### config.mk
export PLATFORM = sky130hd
export DESIGN_NAME = fepc_ctrl
export DESIGN_NICKNAME = d
export VERILOG_FILES = /design/src/fepc_pkg.sv /design/src/fepc_bus_cycle.sv /design/src/fepc_ctrl.sv
export VERILOG_INCLUDE_DIRS = /design/src
export SDC_FILE = /design/constraint.sdc
export NUM_CORES = 1
export LEC_CHECK = 0
export BUFFER_PORTS_ARGS = -buffer_cell sky130_fd_sc_hd__buf_2
export CORE_MARGIN = 5
export CORE_UTILIZATION = 63
export DETAILED_ROUTE_END_ITERATION = 6
export PLACE_DENSITY = 0.85
export SYNTH_ARGS = -nofsm -noshare
export SYNTH_HDL_FRONTEND = slang
export SYNTH_SLANG_ARGS = --single-unit
### constraint.sdc
create_clock -name clock -period 9.6 [get_ports clock]
set_input_delay 1.92 -clock clock [delete_from_list [all_inputs] [get_ports clock]]
set_output_delay 1.92 -clock clock [all_outputs]
set_load 0.005 [all_outputs]
### src/fepc_map.svh
`ifndef FEPC_MAP_SVH
`define FEPC_MAP_SVH
`define FEPC_CMD_READ 8'h00
`define FEPC_CMD_ERASE 8'h20
`define FEPC_CMD_ERASE_VERIFY 8'ha0
`define FEPC_CMD_PROG_SETUP 8'h40
`define FEPC_CMD_PROG_VERIFY 8'hc0
`define FEPC_ERASED_BYTE 8'hff
`define FEPC_ERASE_PULSE_NS 10000000
`define FEPC_PROG_PULSE_NS 10000
`define FEPC_READ_WAIT_NS 6000
`define FEPC_CLK_NS 20
`define FEPC_ERASE_TRIES 1000
`define FEPC_PROG_TRIES 25
`define FEPC_STROBE_CYC 4
`define FEPC_CYC(ns) (((ns) + `FEPC_CLK_NS - 1) / `FEPC_CLK_NS)
`endif

### src/fepc_pkg.sv
package fepc_pkg;
  typedef enum logic [1:0] {
    FEPC_OP_READ = 2'b00,
    FEPC_OP_PROGRAM = 2'b01,
    FEPC_OP_ERASE = 2'b10
  } fepc_op_t;
  typedef enum logic [1:0] {
    FEPC_BUS_IDLE = 2'b00,
    FEPC_BUS_WRITE = 2'b01,
    FEPC_BUS_READ = 2'b10
  } fepc_bus_t;
endpackage

### src/fepc_bus_cycle.sv
`timescale 1ns/100ps
`include "fepc_map.svh"
// One write or read cycle on the flash pins, each phase held long enough
// that the device never sees a pulse near its glitch filter width.
module fepc_bus_cycle #(
  parameter int ADDR_W = 18,
  parameter int PHASE = `FEPC_STROBE_CYC
) (
  input wire logic clock,
  input wire logic rst,
  input wire fepc_pkg::fepc_bus_t kind,
  input wire logic [ADDR_W-1:0] addr,
  input wire logic [7:0] wdata,
  output logic done,
  output logic [7:0] rdata,
  output logic [ADDR_W-1:0] flash_addr,
  output logic [7:0] flash_dq_out,
  output logic flash_dq_oe,
  input wire logic [7:0] flash_dq_in,
  output logic flash_ce_n,
  output logic flash_oe_n,
  output logic flash_we_n
);
  import fepc_pkg::*;
  initial begin
    // Read data needs three strobe cycles to clear the two-flop synchroniser
    if (PHASE < 3 || PHASE > 255) $error("PHASE out of range");
  end
  logic [1:0] ph_reg;
  logic [7:0] cnt_reg;
  logic [7:0] sync1_reg, sync2_reg;
  wire phase_end = cnt_reg == 8'(PHASE - 1);
  wire active = kind != FEPC_BUS_IDLE;
  assign done = active && ph_reg == 2'd2 && phase_end;
  always_ff @(posedge clock or posedge rst) begin
    if (rst) begin
      sync1_reg <= 8'h00;
      sync2_reg <= 8'h00;
    end else begin
      sync1_reg <= flash_dq_in;
      sync2_reg <= sync1_reg;
    end
  end
  always_ff @(posedge clock or posedge rst) begin
    if (rst) begin
      ph_reg <= 2'd0;
      cnt_reg <= 8'h00;
      rdata <= 8'h00;
      flash_addr <= '0;
      flash_dq_out <= 8'h00;
      flash_dq_oe <= 1'b0;
      flash_ce_n <= 1'b1;
      flash_oe_n <= 1'b1;
      flash_we_n <= 1'b1;
    end else if (!active) begin
      ph_reg <= 2'd0;
      cnt_reg <= 8'h00;
      flash_ce_n <= 1'b1;
      flash_oe_n <= 1'b1;
      flash_we_n <= 1'b1;
      flash_dq_oe <= 1'b0;
    end else begin
      cnt_reg <= phase_end ? 8'h00 : cnt_reg + 8'h01;
      if (phase_end) ph_reg <= ph_reg == 2'd2 ? 2'd0 : ph_reg + 2'd1;
      unique case (ph_reg)
        2'd0: begin
          flash_addr <= addr;
          flash_dq_out <= wdata;
          flash_dq_oe <= kind == FEPC_BUS_WRITE;
          flash_ce_n <= 1'b0;
          flash_oe_n <= 1'b1;
        end
        2'd1: begin
          // Write only with oe high; read with we high
          flash_we_n <= kind != FEPC_BUS_WRITE;
          flash_oe_n <= kind != FEPC_BUS_READ;
        end
        default: begin
          // Synchroniser still holds the byte sampled while oe was low
          if (cnt_reg == 8'h00) rdata <= sync2_reg;
          flash_we_n <= 1'b1;
          flash_oe_n <= 1'b1;
          if (phase_end) flash_ce_n <= 1'b1;
          // Stop driving together with deselect, never onto a freed bus
          if (phase_end) flash_dq_oe <= 1'b0;
        end
      endcase
    end
  end
endmodule

### src/fepc_ctrl.sv
`timescale 1ns/100ps
`include "fepc_map.svh"
// Functional notes
// - Host must program all bytes before bulk erase; user does that first.
// - Erase is two writes of the same erase code.
// - Wait the 10 ms erase pulse before erase-verify.
// - After a pass, erase-verify the next address in order.
// - On erase fail repeat erase, at most 1000 times.
// - Program is set-up write then program write with address and data.
// - Wait the 10 us program pulse before program-verify.
// - On mismatch repeat program, at most 25 attempts.
// - Erase set-up and erase both use code 20h.
// - Erase-verify is code a0h with the byte address.
// - Writing 00h selects read; wait 6 us before reading.
module fepc_ctrl #(
  parameter int ADDR_W = 18,
  parameter int ERASE_WAIT = `FEPC_CYC(`FEPC_ERASE_PULSE_NS),
  parameter int PROG_WAIT = `FEPC_CYC(`FEPC_PROG_PULSE_NS),
  parameter int READ_WAIT = `FEPC_CYC(`FEPC_READ_WAIT_NS),
  parameter int ERASE_TRIES = `FEPC_ERASE_TRIES,
  parameter int PROG_TRIES = `FEPC_PROG_TRIES
) (
  input wire logic clock,
  input wire logic rst,
  input wire logic req_valid,
  output logic req_ready,
  input wire fepc_pkg::fepc_op_t req_op,
  input wire logic [ADDR_W-1:0] req_addr,
  input wire logic [7:0] req_data,
  output logic resp_valid,
  output logic resp_ok,
  output logic [7:0] resp_data,
  output logic [ADDR_W-1:0] flash_addr,
  output logic [7:0] flash_dq_out,
  output logic flash_dq_oe,
  input wire logic [7:0] flash_dq_in,
  output logic flash_ce_n,
  output logic flash_oe_n,
  output logic flash_we_n
);
  import fepc_pkg::*;
  initial begin
    if (ERASE_WAIT < 1 || PROG_WAIT < 1 || READ_WAIT < 1) $error("bad wait");
    if (ERASE_TRIES < 1 || PROG_TRIES < 1) $error("bad tries");
    if (ERASE_TRIES > 1023 || PROG_TRIES > 1023) $error("tries too wide");
    if (ERASE_WAIT > 2**24 || PROG_WAIT > 2**24 || READ_WAIT > 2**24)
      $error("wait too long");
  end
  typedef enum logic [3:0] {
    FEPC_IDLE = 4'b0000,
    FEPC_RD_CMD = 4'b0001,
    FEPC_RD_WAIT = 4'b0010,
    FEPC_RD_DATA = 4'b0011,
    FEPC_ER_SETUP = 4'b0100,
    FEPC_ER_GO = 4'b0101,
    FEPC_ER_WAIT = 4'b0110,
    FEPC_EV_CMD = 4'b0111,
    FEPC_EV_READ = 4'b1000,
    FEPC_PG_SETUP = 4'b1001,
    FEPC_PG_GO = 4'b1010,
    FEPC_PG_WAIT = 4'b1011,
    FEPC_PV_CMD = 4'b1100,
    FEPC_PV_READ = 4'b1101,
    FEPC_FINISH = 4'b1110
  } fepc_state_t;
  fepc_state_t state_reg, state_next;
  logic [23:0] wait_reg;
  logic [9:0] tries_reg;
  logic [ADDR_W-1:0] addr_reg, vaddr_reg;
  logic [7:0] data_reg;
  logic ok_reg;
  logic [7:0] rdata;
  logic cyc_done;
  fepc_bus_t kind;
  logic [7:0] wdata;
  logic [ADDR_W-1:0] baddr;
  wire waited = wait_reg == 24'h000000;
  wire last_addr = vaddr_reg == {ADDR_W{1'b1}};
  wire erased = rdata == `FEPC_ERASED_BYTE;
  wire prog_match = rdata == data_reg;
  wire erase_out = tries_reg == 10'(ERASE_TRIES);
  wire prog_out = tries_reg == 10'(PROG_TRIES);
  wire is_wait = state_reg == FEPC_RD_WAIT || state_reg == FEPC_ER_WAIT
    || state_reg == FEPC_PG_WAIT;
  wire is_read = state_reg == FEPC_RD_DATA || state_reg == FEPC_EV_READ
    || state_reg == FEPC_PV_READ;
  assign req_ready = state_reg == FEPC_IDLE;
  assign resp_valid = state_reg == FEPC_FINISH;
  assign resp_ok = ok_reg;
  assign resp_data = data_reg;
  assign kind = (state_reg == FEPC_IDLE || state_reg == FEPC_FINISH || is_wait)
    ? FEPC_BUS_IDLE : (is_read ? FEPC_BUS_READ : FEPC_BUS_WRITE);
  // Address only matters on verify, program and array reads
  assign baddr = state_reg == FEPC_EV_CMD ? vaddr_reg : addr_reg;
  always_comb begin
    unique case (state_reg)
      FEPC_RD_CMD: wdata = `FEPC_CMD_READ;
      FEPC_ER_SETUP, FEPC_ER_GO: wdata = `FEPC_CMD_ERASE;
      FEPC_EV_CMD: wdata = `FEPC_CMD_ERASE_VERIFY;
      FEPC_PG_SETUP: wdata = `FEPC_CMD_PROG_SETUP;
      FEPC_PV_CMD: wdata = `FEPC_CMD_PROG_VERIFY;
      default: wdata = data_reg;
    endcase
  end
  always_comb begin
    state_next = state_reg;
    unique case (state_reg)
      FEPC_IDLE:
        if (req_valid) begin
          unique case (req_op)
            FEPC_OP_PROGRAM: state_next = FEPC_PG_SETUP;
            FEPC_OP_ERASE: state_next = FEPC_ER_SETUP;
            default: state_next = FEPC_RD_CMD;
          endcase
        end
      FEPC_RD_CMD: if (cyc_done) state_next = FEPC_RD_WAIT;
      FEPC_RD_WAIT: if (waited) state_next = FEPC_RD_DATA;
      FEPC_RD_DATA: if (cyc_done) state_next = FEPC_FINISH;
      FEPC_ER_SETUP: if (cyc_done) state_next = FEPC_ER_GO;
      FEPC_ER_GO: if (cyc_done) state_next = FEPC_ER_WAIT;
      FEPC_ER_WAIT: if (waited) state_next = FEPC_EV_CMD;
      FEPC_EV_CMD: if (cyc_done) state_next = FEPC_EV_READ;
      FEPC_EV_READ:
        if (cyc_done) begin
          if (erased) state_next = last_addr ? FEPC_RD_CMD : FEPC_EV_CMD;
          else state_next = erase_out ? FEPC_RD_CMD : FEPC_ER_SETUP;
        end
      FEPC_PG_SETUP: if (cyc_done) state_next = FEPC_PG_GO;
      FEPC_PG_GO: if (cyc_done) state_next = FEPC_PG_WAIT;
      FEPC_PG_WAIT: if (waited) state_next = FEPC_PV_CMD;
      FEPC_PV_CMD: if (cyc_done) state_next = FEPC_PV_READ;
      FEPC_PV_READ:
        if (cyc_done) begin
          if (prog_match || prog_out) state_next = FEPC_RD_CMD;
          else state_next = FEPC_PG_SETUP;
        end
      FEPC_FINISH: state_next = FEPC_IDLE;
      default: state_next = FEPC_IDLE;
    endcase
  end
  always_ff @(posedge clock or posedge rst) begin
    if (rst) state_reg <= FEPC_IDLE;
    else state_reg <= state_next;
  end
  // Wait counters load on the last write cycle, rounded up by FEPC_CYC
  always_ff @(posedge clock or posedge rst) begin
    if (rst) begin
      wait_reg <= 24'h000000;
    end else if (cyc_done && state_reg == FEPC_ER_GO) begin
      wait_reg <= 24'(ERASE_WAIT - 1);
    end else if (cyc_done && state_reg == FEPC_PG_GO) begin
      wait_reg <= 24'(PROG_WAIT - 1);
    end else if (cyc_done && state_reg == FEPC_RD_CMD) begin
      wait_reg <= 24'(READ_WAIT - 1);
    end else if (!waited) begin
      wait_reg <= wait_reg - 24'h000001;
    end
  end
  always_ff @(posedge clock or posedge rst) begin
    if (rst) begin
      tries_reg <= 10'h000;
      addr_reg <= '0;
      vaddr_reg <= '0;
      data_reg <= 8'h00;
      ok_reg <= 1'b0;
    end else begin
      if (state_reg == FEPC_IDLE && req_valid) begin
        addr_reg <= req_addr;
        data_reg <= req_data;
        vaddr_reg <= '0;
        tries_reg <= 10'h000;
        // A plain read cannot fail; program and erase earn their status
        ok_reg <= req_op == FEPC_OP_READ;
      end
      if ((state_reg == FEPC_ER_GO || state_reg == FEPC_PG_GO) && cyc_done)
        tries_reg <= tries_reg + 10'h001;
      if (state_reg == FEPC_EV_READ && cyc_done) begin
        if (erased) vaddr_reg <= vaddr_reg + 1'b1;
        ok_reg <= erased && last_addr;
      end
      if (state_reg == FEPC_PV_READ && cyc_done) ok_reg <= prog_match;
      if (state_reg == FEPC_RD_DATA && cyc_done) data_reg <= rdata;
    end
  end
  fepc_bus_cycle #(.ADDR_W(ADDR_W)) u_cycle (
    .clock(clock),
    .rst(rst),
    .kind(kind),
    .addr(baddr),
    .wdata(wdata),
    .done(cyc_done),
    .rdata(rdata),
    .flash_addr(flash_addr),
    .flash_dq_out(flash_dq_out),
    .flash_dq_oe(flash_dq_oe),
    .flash_dq_in(flash_dq_in),
    .flash_ce_n(flash_ce_n),
    .flash_oe_n(flash_oe_n),
    .flash_we_n(flash_we_n)
  );
  property p_no_write_while_oe;
    @(posedge clock) disable iff (rst) !flash_we_n |-> flash_oe_n;
  endproperty
  a_no_write_while_oe: assert property (p_no_write_while_oe)
    else $error("we low while oe low");
  property p_drive_only_write;
    @(posedge clock) disable iff (rst)
      flash_dq_oe |-> !flash_ce_n && flash_oe_n;
  endproperty
  a_drive_only_write: assert property (p_drive_only_write)
    else $error("host drives data during read");
  property p_erase_wait;
    @(posedge clock) disable iff (rst)
      $rose(state_reg == FEPC_ER_WAIT) |-> wait_reg == 24'(ERASE_WAIT - 1);
  endproperty
  a_erase_wait: assert property (p_erase_wait)
    else $error("erase wait not loaded");
  property p_prog_wait;
    @(posedge clock) disable iff (rst)
      $rose(state_reg == FEPC_PG_WAIT) |-> wait_reg == 24'(PROG_WAIT - 1);
  endproperty
  a_prog_wait: assert property (p_prog_wait)
    else $error("program wait not loaded");
  property p_ev_after_wait;
    @(posedge clock) disable iff (rst)
      state_reg == FEPC_ER_WAIT && state_next == FEPC_EV_CMD |-> waited;
  endproperty
  a_ev_after_wait: assert property (p_ev_after_wait)
    else $error("verify before erase pulse ends");
  property p_erase_limit;
    @(posedge clock) disable iff (rst)
      state_reg == FEPC_EV_READ |-> tries_reg <= 10'(ERASE_TRIES);
  endproperty
  a_erase_limit: assert property (p_erase_limit)
    else $error("too many erase tries");
  property p_prog_limit;
    @(posedge clock) disable iff (rst)
      state_reg == FEPC_PV_READ |-> tries_reg <= 10'(PROG_TRIES);
  endproperty
  a_prog_limit: assert property (p_prog_limit)
    else $error("too many program tries");
  property p_erase_pair;
    @(posedge clock) disable iff (rst)
      state_reg == FEPC_ER_SETUP && state_next == FEPC_ER_GO
      |=> wdata == `FEPC_CMD_ERASE;
  endproperty
  a_erase_pair: assert property (p_erase_pair)
    else $error("second erase code differs");
  property p_read_wait;
    @(posedge clock) disable iff (rst)
      $rose(state_reg == FEPC_RD_WAIT) |-> wait_reg == 24'(READ_WAIT - 1);
  endproperty
  a_read_wait: assert property (p_read_wait)
    else $error("read wait not loaded");
endmodule

* Word-level counts from Yosys, hierarchy flattened
Index checks and enable logic that the tools add are counted.
Word-level totals: flip-flop bits (word level) 147, latch bits 0, bits in writable memories 0, ROM bits 0, output and inout bits 41, word-level logic and storage cells 157, memories kept 0
Cells by class: add/sub/neg operators 5, multipliers 0, divide/modulo/power cells 0, magnitude comparators 0, eq/ne operators 46, shift-type cells 0, muxes and demuxes 53, bitwise logic cells 1, reduce and logical (&&, ||, !) cells 34
Operators with widths (count):
- $mux 24 | 4
- $mux 18 | 4
- $mux 4 | 15
- $pmux 4 s14 | 1
- $pmux 8 s5 | 1
- $ne 2x2->1 const B | 17
- $mux 8 | 4
- $eq 4x4->1 const B | 7
- $logic_not 24->1 | 1
- $sub 24x1->24 const B | 1
- $mux 10 | 2
- $add 18x1->18 const B | 1
- $eq 18x18->1 const B | 1
- $eq 4x3->1 const B | 4
- $reduce_and 14->1 | 1
- $logic_and 1x1->1 | 11
- $add 10x1->10 const B | 1
- $eq 10x10->1 const B | 1
- $eq 10x5->1 const B | 1
- $mux 1 | 10
- $mux 2 | 5
- $mux 3 | 3
- $add 8x1->8 const B | 1
- $eq 4x2->1 const B | 2
- other kinds (22) | 40

* Depth between registers and ports, before layout
Gate-level depths: netlist (run 1).
depth after elaboration 12, mapped depth 8, gate-level depth less buffers 7

* Cells and area by module
Synthesis (run 1) repeated with hierarchy kept, for this count alone.
Unflattened totals: cell total of the unflattened synthesis 717, area total of the unflattened synthesis 7245.7 um^2
Modules (own cells, without submodules):
- fepc_ctrl | times used 1, cells each 555, area each 4825.9 um^2
- fepc_bus_cycle | times used 1, cells each 162, area each 2419.8 um^2

* Least setup slack after synthesis (run 1)
OpenSTA, ideal clock, no wires.
path kind flip-flop to output port, from register state_reg[2], to output resp_valid, arrival time 1.328 ns, data required time 7.680 ns, setup slack 6.352 ns, cell stages (with the launch flop) 6, buffers on the path 3, cells stage by stage dfrtp_1 -> clkbuf_1 -> clkbuf_1 -> clkbuf_1 -> nand2_1 -> nor2_1
Between the ends: cells in the longest elaborated chain, start to end 1
Ends and longest elaborated chain:
- start, declared | RTL line fepc_ctrl.sv:66 | fepc_state_t state_reg, state_next;
- start signal, assigned | RTL line fepc_ctrl.sv:143 | else state_reg <= state_next;
- $eq 4x4->1 | RTL line fepc_ctrl.sv:88 | assign resp_valid = state_reg == FEPC_FINISH;
- end, declared | RTL line fepc_ctrl.sv:30 | output logic resp_valid,
No other way between the ends.

* Worst setup path in the final report (run 1)
from register state_reg[2], to output req_ready
Between the ends: cells in the longest elaborated chain, start to end 1
Ends and longest elaborated chain:
- $logic_not 4->1 | RTL line fepc_ctrl.sv:87 | assign req_ready = state_reg == FEPC_IDLE;
- end, declared | RTL line fepc_ctrl.sv:26 | output logic req_ready,
No other way between the ends.

==> run metrics, run 1 <==
Power Internal=1.58 mW; Finish-stage setup viols=0; top area cells in the synthesized netlist=dfrtp_1 (50%), nand2_1 (5.9%), mux2i_1 (4.0%), o21ai_0 (3.1%), nor2_1 (2.7%); clock buffer depth=2; die area=13700 µm²; Final Core Density=72.7%; GRT Total Usage=26.1%; Worst Tran Pin Value=1210 ps; first-pass GRT wire length=28000 µm; layout cells sized above 1=17.4%; drt first pass iters=5; CP required=7680 ps; fmax=261 MHz; via count=5907; sw frac=38.7%; Core Rows=39; H-Tree Level Count=4; io pins=80; Max Cap Violations=0; CP Cell Sequence=nor4_1 > buf_2; fin crit period=3840 ps; R2R depth=5; VDD IR-drop max=0.000266 V; DRT antenna net count=0; critical path class=reg -> out; clock-pin slew on the worst setup and hold paths=60 ps; initial antenna violation count=0; placed cell count=926; Warnings, synthesis=0; CTS tree=built; Reg power frac=43.2%; Startpoint Class=flop; initial DRC count=531; final hold violation count=0; worst r2r src=state_reg[3]$_DFFE_PP0P_; Hold Path Depth=0; Worst-Skew Late Latency=430 ps; CP peak stage delay=670 ps; setup TNS=0 ps; # hold bufs at CTS=0; Vias/cell=6.17; sequential area share after synthesis=51.1%; Final Non-Filler Cells=957; clk sinks=147; CTS Buf Count=17; CTS root buf=clkbuf_16; Synth Net Count=784; Nets=849; CP endpoint kind=output port; flops & latches, synth=147; Setup Skew=9.11 ps; clock network power share=24.0%; grt total ovfl=0; Slew headroom=19.0%; drc violations=0; mean routed wirelength per cell=17.4 µm; Initial Util=63.6%; Reg-to-Reg End=vaddr_reg[16]$_DFF_PP0_; pin count of the biggest net entering global routing=98; max-slew violation count=0; vias in the first global route=5750; Post-CTS Repair Setup Buffers=0; Post-Synthesis Cells=737; syn avg cell area=9.77 µm²; DPL Wire Length=11200 µm; critical-path maximum fanout=28; status=finished clean; Cell Pwr Density=314 nW/µm²; routability-driven placement congestion ratio=0.890; post-synth top area share=50.0%; async set or reset register ratio after synthesis=100%; fill count=813; Reg2Reg Setup Slack=6510 ps; min-delay src=u_cycle.sync1_reg[5]$_DFF_PP0_; CTS resizes=0; number of enable flip-flop cells after synthesis=0; area grow syn2layout=14.2%; worst hold slack=347 ps; crit path DAT=1920 ps; Largest register FFs=24; core footprint=11300 µm²; # diodes=0; most used flip-flop cell after synthesis=dfrtp_1; die width=117 µm; Die H=117 µm; area taken by multi-input logic gates=3300 µm²; Register Area=3680 µm²; area leader, netlist=dfrtp_1; P_leak=3.91 nW; IO buf count=79; post-synth cell types=63; HP Class=reg -> reg; Total Wirelength=16700 µm; Worst path slowest cell=dfrtp_1; switching pwr=0.998 mW; Mapped Area=7200 µm²; crit share post-route=40.0%; Gate power share=32.8%; RSZ-0062 raised after global routing=no; Worst Hold End=u_cycle.sync2_reg[5]$_DFF_PP0_
[cells in the final DEF (no fill, tap or decap), drive strengths merged, types with 4 or more instances in the layout]
cell,n
dfrtp,144
nand2,113
buf,83
nor2,52
o21ai,45
nand3,30
mux2i,29
a21oi,24
xor2,21
inv,21
clkbuf,18
xnor2,17
o31ai,16
nor3,15
nand4,14
and3,12
nor4,12
mux2,11
or3,9
or4,9
nand2b,8
ha,8
o211ai,7
a21o,7
a22oi,7
clkinv,7
nor2b,5
o41ai,5
and2,5
clkinvlp,5
or2,5
nand4b,4
nand3b,4
[kinds of logic after synthesis]
logic type | after synthesis | share of synthesized area [%]
and+or+nand+nor | 308 | 21.5
DFF | 147 | 51.1
AOI/OAI and AO/OA | 138 | 12.5
buffers and inverters | 58 | 3.11
muxes | 40 | 5.75
xor gates and xnor gates | 38 | 4.62
adders and majority gates | 8 | 1.39
[Yosys cell counts (12+ instances only)]
library cell,instances
o21ai_0,44
xor2_1,21
o31ai_1,16
nand4_1,14
nor3_1,15
and3_1,12
nand2_1,113
nor2_1,52
inv_1,21
mux2i_1,29
clkbuf_1,30
xnor2_1,17
nand3_1,30
a21oi_1,24
dfrtp_1,144
[routing by layer]
| metal | global-route usage [%] | wire length (µm) | up-vias |
|---|---|---|---|
| met5 | 0 | 0 | - |
| met4 | 9.17 | 392 | 0 |
| met3 | 6.38 | 1050 | 47 |
| met2 | 42.5 | 8260 | 237 |
| met1 | 34.5 | 6960 | 2870 |
| li1 | - | - | 2753 |
[worst max-delay path, delay by kind of cell, from the launching register on]
family	cells	cell delay [ps]
DFF	1	670
buffers and inverters	1	210
and+or+nand+nor	1	610
[metrics by stage]
step / setup slack (ps) / total power, mW / instance area, µm²
after floorplan: 3730 / 1.67 / 7200
after global placement: 6120 / 1.89 / 7670
after detailed placement: 6040 / 1.95 / 7670
after CTS: 5800 / 2.58 / 8230
after global routing: 5700 / 2.76 / 8230
final: 5760 / 2.58 / 8230
[power groups by stage]
stage               registers [mW]  logic (mW)  clock network, mW
floorplan                     1.02       0.651                  0
global placement              1.09       0.795                  0
detailed placement            1.11       0.836                  0
CTS                           1.11       0.850              0.626
global route                  1.15       0.962              0.652
finish                        1.11       0.847              0.621
[cell type report]
type / count / area share (%)
clock inverter: 13 / 1.38
multi-input combinational: 532 / 40.1
clock buffer: 18 / 5.34
timing repair buffer: 83 / 5.17
inverter: 21 / 1.02
tap: 143 / 2.18
sequential: 147 / 44.8
[worst max path at each step]
stage	from	endpoint
6_report	state_reg[2]$_DFFE_PP0P_	req_ready
5_1_grt	state_reg[2]$_DFFE_PP0P_	req_ready
4_1_cts	state_reg[2]$_DFFE_PP0P_	req_ready
3_5_place_dp	req_valid	resp_ok$_DFFE_PP0P_
3_3_place_gp	req_valid	resp_ok$_DFFE_PP0P_
2_1_floorplan	rst	addr_reg[0]$_DFFE_PP0P_
Power figures use the tool's default switching activity.
==> run 2: changes to the inputs <==
--- a/config.mk
+++ b/config.mk
@@ -6,11 +6,12 @@
 export SDC_FILE = /design/constraint.sdc
 export NUM_CORES = 1
 export LEC_CHECK = 0
+export ABC_AREA = 1
 export BUFFER_PORTS_ARGS = -buffer_cell sky130_fd_sc_hd__buf_2
 export CORE_MARGIN = 5
-export CORE_UTILIZATION = 63
+export CORE_UTILIZATION = 54
 export DETAILED_ROUTE_END_ITERATION = 6
-export PLACE_DENSITY = 0.85
+export PLACE_DENSITY = 0.77
 export SYNTH_ARGS = -nofsm -noshare
 export SYNTH_HDL_FRONTEND = slang
 export SYNTH_SLANG_ARGS = --single-unit
==> constraint.sdc (replaced) <==
create_clock -name clock -period 3.25 [get_ports clock]
set_input_delay 0.65 -clock clock [delete_from_list [all_inputs] [get_ports clock]]
set_output_delay 0.65 -clock clock [all_outputs]
set_load 0.005 [all_outputs]
==> run 2 against run 1 <==
Via count is 18% higher; total power grew to 3.1 times the previous value; clock-buffer cell count increased by 2; clock skew is 1.9 ps higher; synthesized cell count up 38%; final area rose by 9.1%; area after synthesis is 8.0% higher; worst hold slack lost 16 ps; wire length rose by 11%; global-route usage down 2.9 points; largest power group unchanged.
==> run metrics, run 2 <==
first-pass GRT wire length=31400 µm (+12%); CTS resizes=0 (unchanged); core footprint=14000 µm² (+24%); grt total ovfl=0 (unchanged); post-synth cell types=44 (-30%); Final Instance Area=8970 µm² (+9.1%); Worst Tran Pin Value=1150 ps (-57.6 ps); RSZ-0062 raised after global routing=no; CTS root buf=clkbuf_16; initial DRC count=496 (-6.6%); post-synth top area share=46.3% (-3.7 points); Largest register FFs=24 (unchanged); GRT Total Usage=23.2% (-2.9 points); CTS Buf Count=17 (unchanged); min-delay src=flash_dq_in[6]; Initial Util=55.6% (-8.0 points); clk sinks=147 (unchanged); number of enable flip-flop cells after synthesis=0 (unchanged); vias in the first global route=6690 (+16%); Warnings, synthesis=0 (unchanged); switching pwr=3.17 mW (+220%); CP required=3560 ps (-4120 ps); Core Rows=43 (+10%); leading cell types in the layout, fill and taps excluded=nand2_1 (299), dfrtp_1 (144), nor2_1 (137), nand3_1 (103), inv_1 (85); sequential area share after synthesis=47.3% (-3.8 points); HP Class=in -> reg; Synth Area in Compound Gates=7.67% (-4.9 points); Setup crit start=wait_reg[14]$_DFFE_PP0P_; H-Tree Level Count=4 (unchanged); status=finished clean; Nets=1145 (+35%); # hold bufs at CTS=0 (unchanged); synthesized-area fraction occupied by adder cells=1.29% (-0.10 points); area leader, netlist=dfrtp_1; sw frac=40.0% (+1.3 points); Post-Synthesis Cells=1018 (+38%); io pins=80 (unchanged); Place WS=548 ps (-5490 ps); Vias/cell=5.38 (-13%); Cell Pwr Density=882 nW/µm² (+180%); Slew headroom=23.2% (+4.2 points); # diodes=0 (unchanged); Reg power frac=37.3% (-5.9 points); Setup Skew=11.0 ps (+1.88 ps); fill count=1274 (+57%); count leader, synth=nand2_1; Die H=130 µm (+11%); Finish-stage setup viols=0 (unchanged); Max Cap Violations=0 (unchanged); P_leak=4.48 nW (+15%); VDD IR-drop max=0.000473 V (+78%); clock buffer depth=2 (unchanged); clock-pin slew on the worst setup and hold paths=60 ps (about the same); Post-synth top cells=nand2_1 (300), dfrtp_1 (144), nor2_1 (137); setup TNS=0 ps (unchanged); syn avg cell area=7.64 µm² (-22%); fmax=366 MHz; max-slew violation count=0 (unchanged); Area after DPL=8340 µm² (+8.8%); worst r2r src=wait_reg[14]$_DFFE_PP0P_; layout cells sized above 1=15.3% (-2.1 points); most used flip-flop cell after synthesis=dfrtp_1; async set or reset register ratio after synthesis=100% (unchanged); Worst-Skew Late Latency=430 ps (about the same); critical-path maximum fanout=12 (-57%); Total Wirelength=18500 µm (+11%); crit path DAT=3040 ps (+1120 ps); flops & latches, synth=147 (unchanged); top area cells in the synthesized netlist=dfrtp_1 (46%), nand2_1 (14%), nand3_1 (6.6%), nor2_1 (6.6%), inv_1 (4.1%); mean routed wirelength per cell=14.3 µm (-18%); crit share post-route=84.0%; die width=130 µm (+11%); Gate power share=36.7% (+3.9 points); initial antenna violation count=0 (unchanged); leading cell type in the layout, fill and taps excluded=nand2_1; Startpoint Class=flop; DPL Wire Length=13200 µm (+18%); clock network power share=26.1% (+2.1 points); R2R depth=10 (+5); via count=6943 (+18%); Power Internal=4.75 mW (+200%); pin count of the biggest net entering global routing=59 (-40%); fin crit period=2730 ps; xor and xnor area share after synthesis=2.93% (-1.7 points); Hold Path Depth=1 (+1); IO buf count=79 (unchanged); critical path class=reg -> reg; area grow syn2layout=15.3%; CP endpoint kind=flop; die area=16900 µm² (+24%); setup ws final=520 ps (-5240 ps); drc violations=0 (unchanged); mux contribution to synthesized area=0% (-5.8 points); Post-CTS Repair Setup Buffers=0 (unchanged); Synth Net Count=1065 (+36%); routability-driven placement congestion ratio=0.950 (+6.8%); largest family of logic cells by synthesized area=simple AND/OR/NAND/NOR gates; drt first pass iters=7 (+2); final hold violation count=0 (unchanged); Simple-Gate Fraction of Synth Area=34.2% (+13 points); CTS tree=built; DRT antenna net count=0 (unchanged); Mapped Area=7780 µm² (+8.0%)
run 2: cell types whose count changed in the layout (fill, tap and decap cells not counted), moves of 10 or more:
cell	change
xnor2_1	-10
nand2_1	+186
a31oi_1	+19
nor2_2	+11
o21ai_0	-22
mux2i_1	-29
o31ai_1	-14
o21ai_1	+17
nor2_1	+85
and3_1	-12
inv_1	+65
nand3_1	+73
run 2: path summary, 6_finish.rpt:
path	end	slack, ps
min in group asynchronous	u_cycle.sync2_reg[1]$_DFF_PP0_	430
worst min register to register	u_cycle.sync2_reg[5]$_DFF_PP0_	350
worst max register to register	wait_reg[16]$_DFFE_PP0P_	520
worst min-delay path	u_cycle.sync1_reg[6]$_DFF_PP0_	330
max in group asynchronous	u_cycle.flash_addr[13]$_DFFE_PP0P_	2000
worst max-delay path	wait_reg[16]$_DFFE_PP0P_	520
run 2: critical path, cell delays in order, from the launching register on:
cell     delay, ps
dfrtp_1        410
nor2_1         230
nand2_1        100
nor2_1         260
nand2_1        100
nor3_1         190
nand2_1         80
nor2_1         870
inv_1          230
nand2_1        120
inv_1           40
run 2: power by group through the flow:
stage                     combinational [mW]  clock, mW  sequential (mW)
after floorplan                         2.18          0             2.87
after global routing                    3.33       2.18             3.04
after CTS                               2.92       2.09             2.95
final                                   2.90       2.06             2.95
after detailed placement                2.89          0             2.97
after global placement                  2.83          0             2.95
run 2: metal layers:
metal	up-vias	part of all wire (%)	track usage [%]
met5	-	0	0
met2	201	49	37.9
met4	0	2.2	8.68
met3	33	5.1	4.18
met1	3267	44	31.0
li1	3442	-	-
run 2: final cells by class:
class	count	area, µm²	share of cell area (%)
Sequential cell	147	3680	41.0
Multi-Input combinational cell	747	3580	40.0
Timing Repair Buffer	90	490	5.47
Clock buffer	20	457	5.09
Inverter	95	362	4.03
Tap cell	180	225	2.51
Clock inverter	12	171	1.91
run 2: cells by family after synthesis:
group | after synthesis
and+or+nand+nor | 611
DFF | 147
buffers and inverters | 124
AOI/OAI and AO/OA | 102
xor gates and xnor gates | 26
adders and majority gates | 8
run 2: stage by stage:
step	hold slack (ps)	cells	utilization [%]	power [mW]
after CTS	314	1291	64.1	7.96
final	332	1291	64.1	7.92
after global placement	332	1259	59.7	5.79
after floorplan	331	1018	-	5.05
after global routing	314	1291	64.1	8.55
after detailed placement	335	1259	59.7	5.86
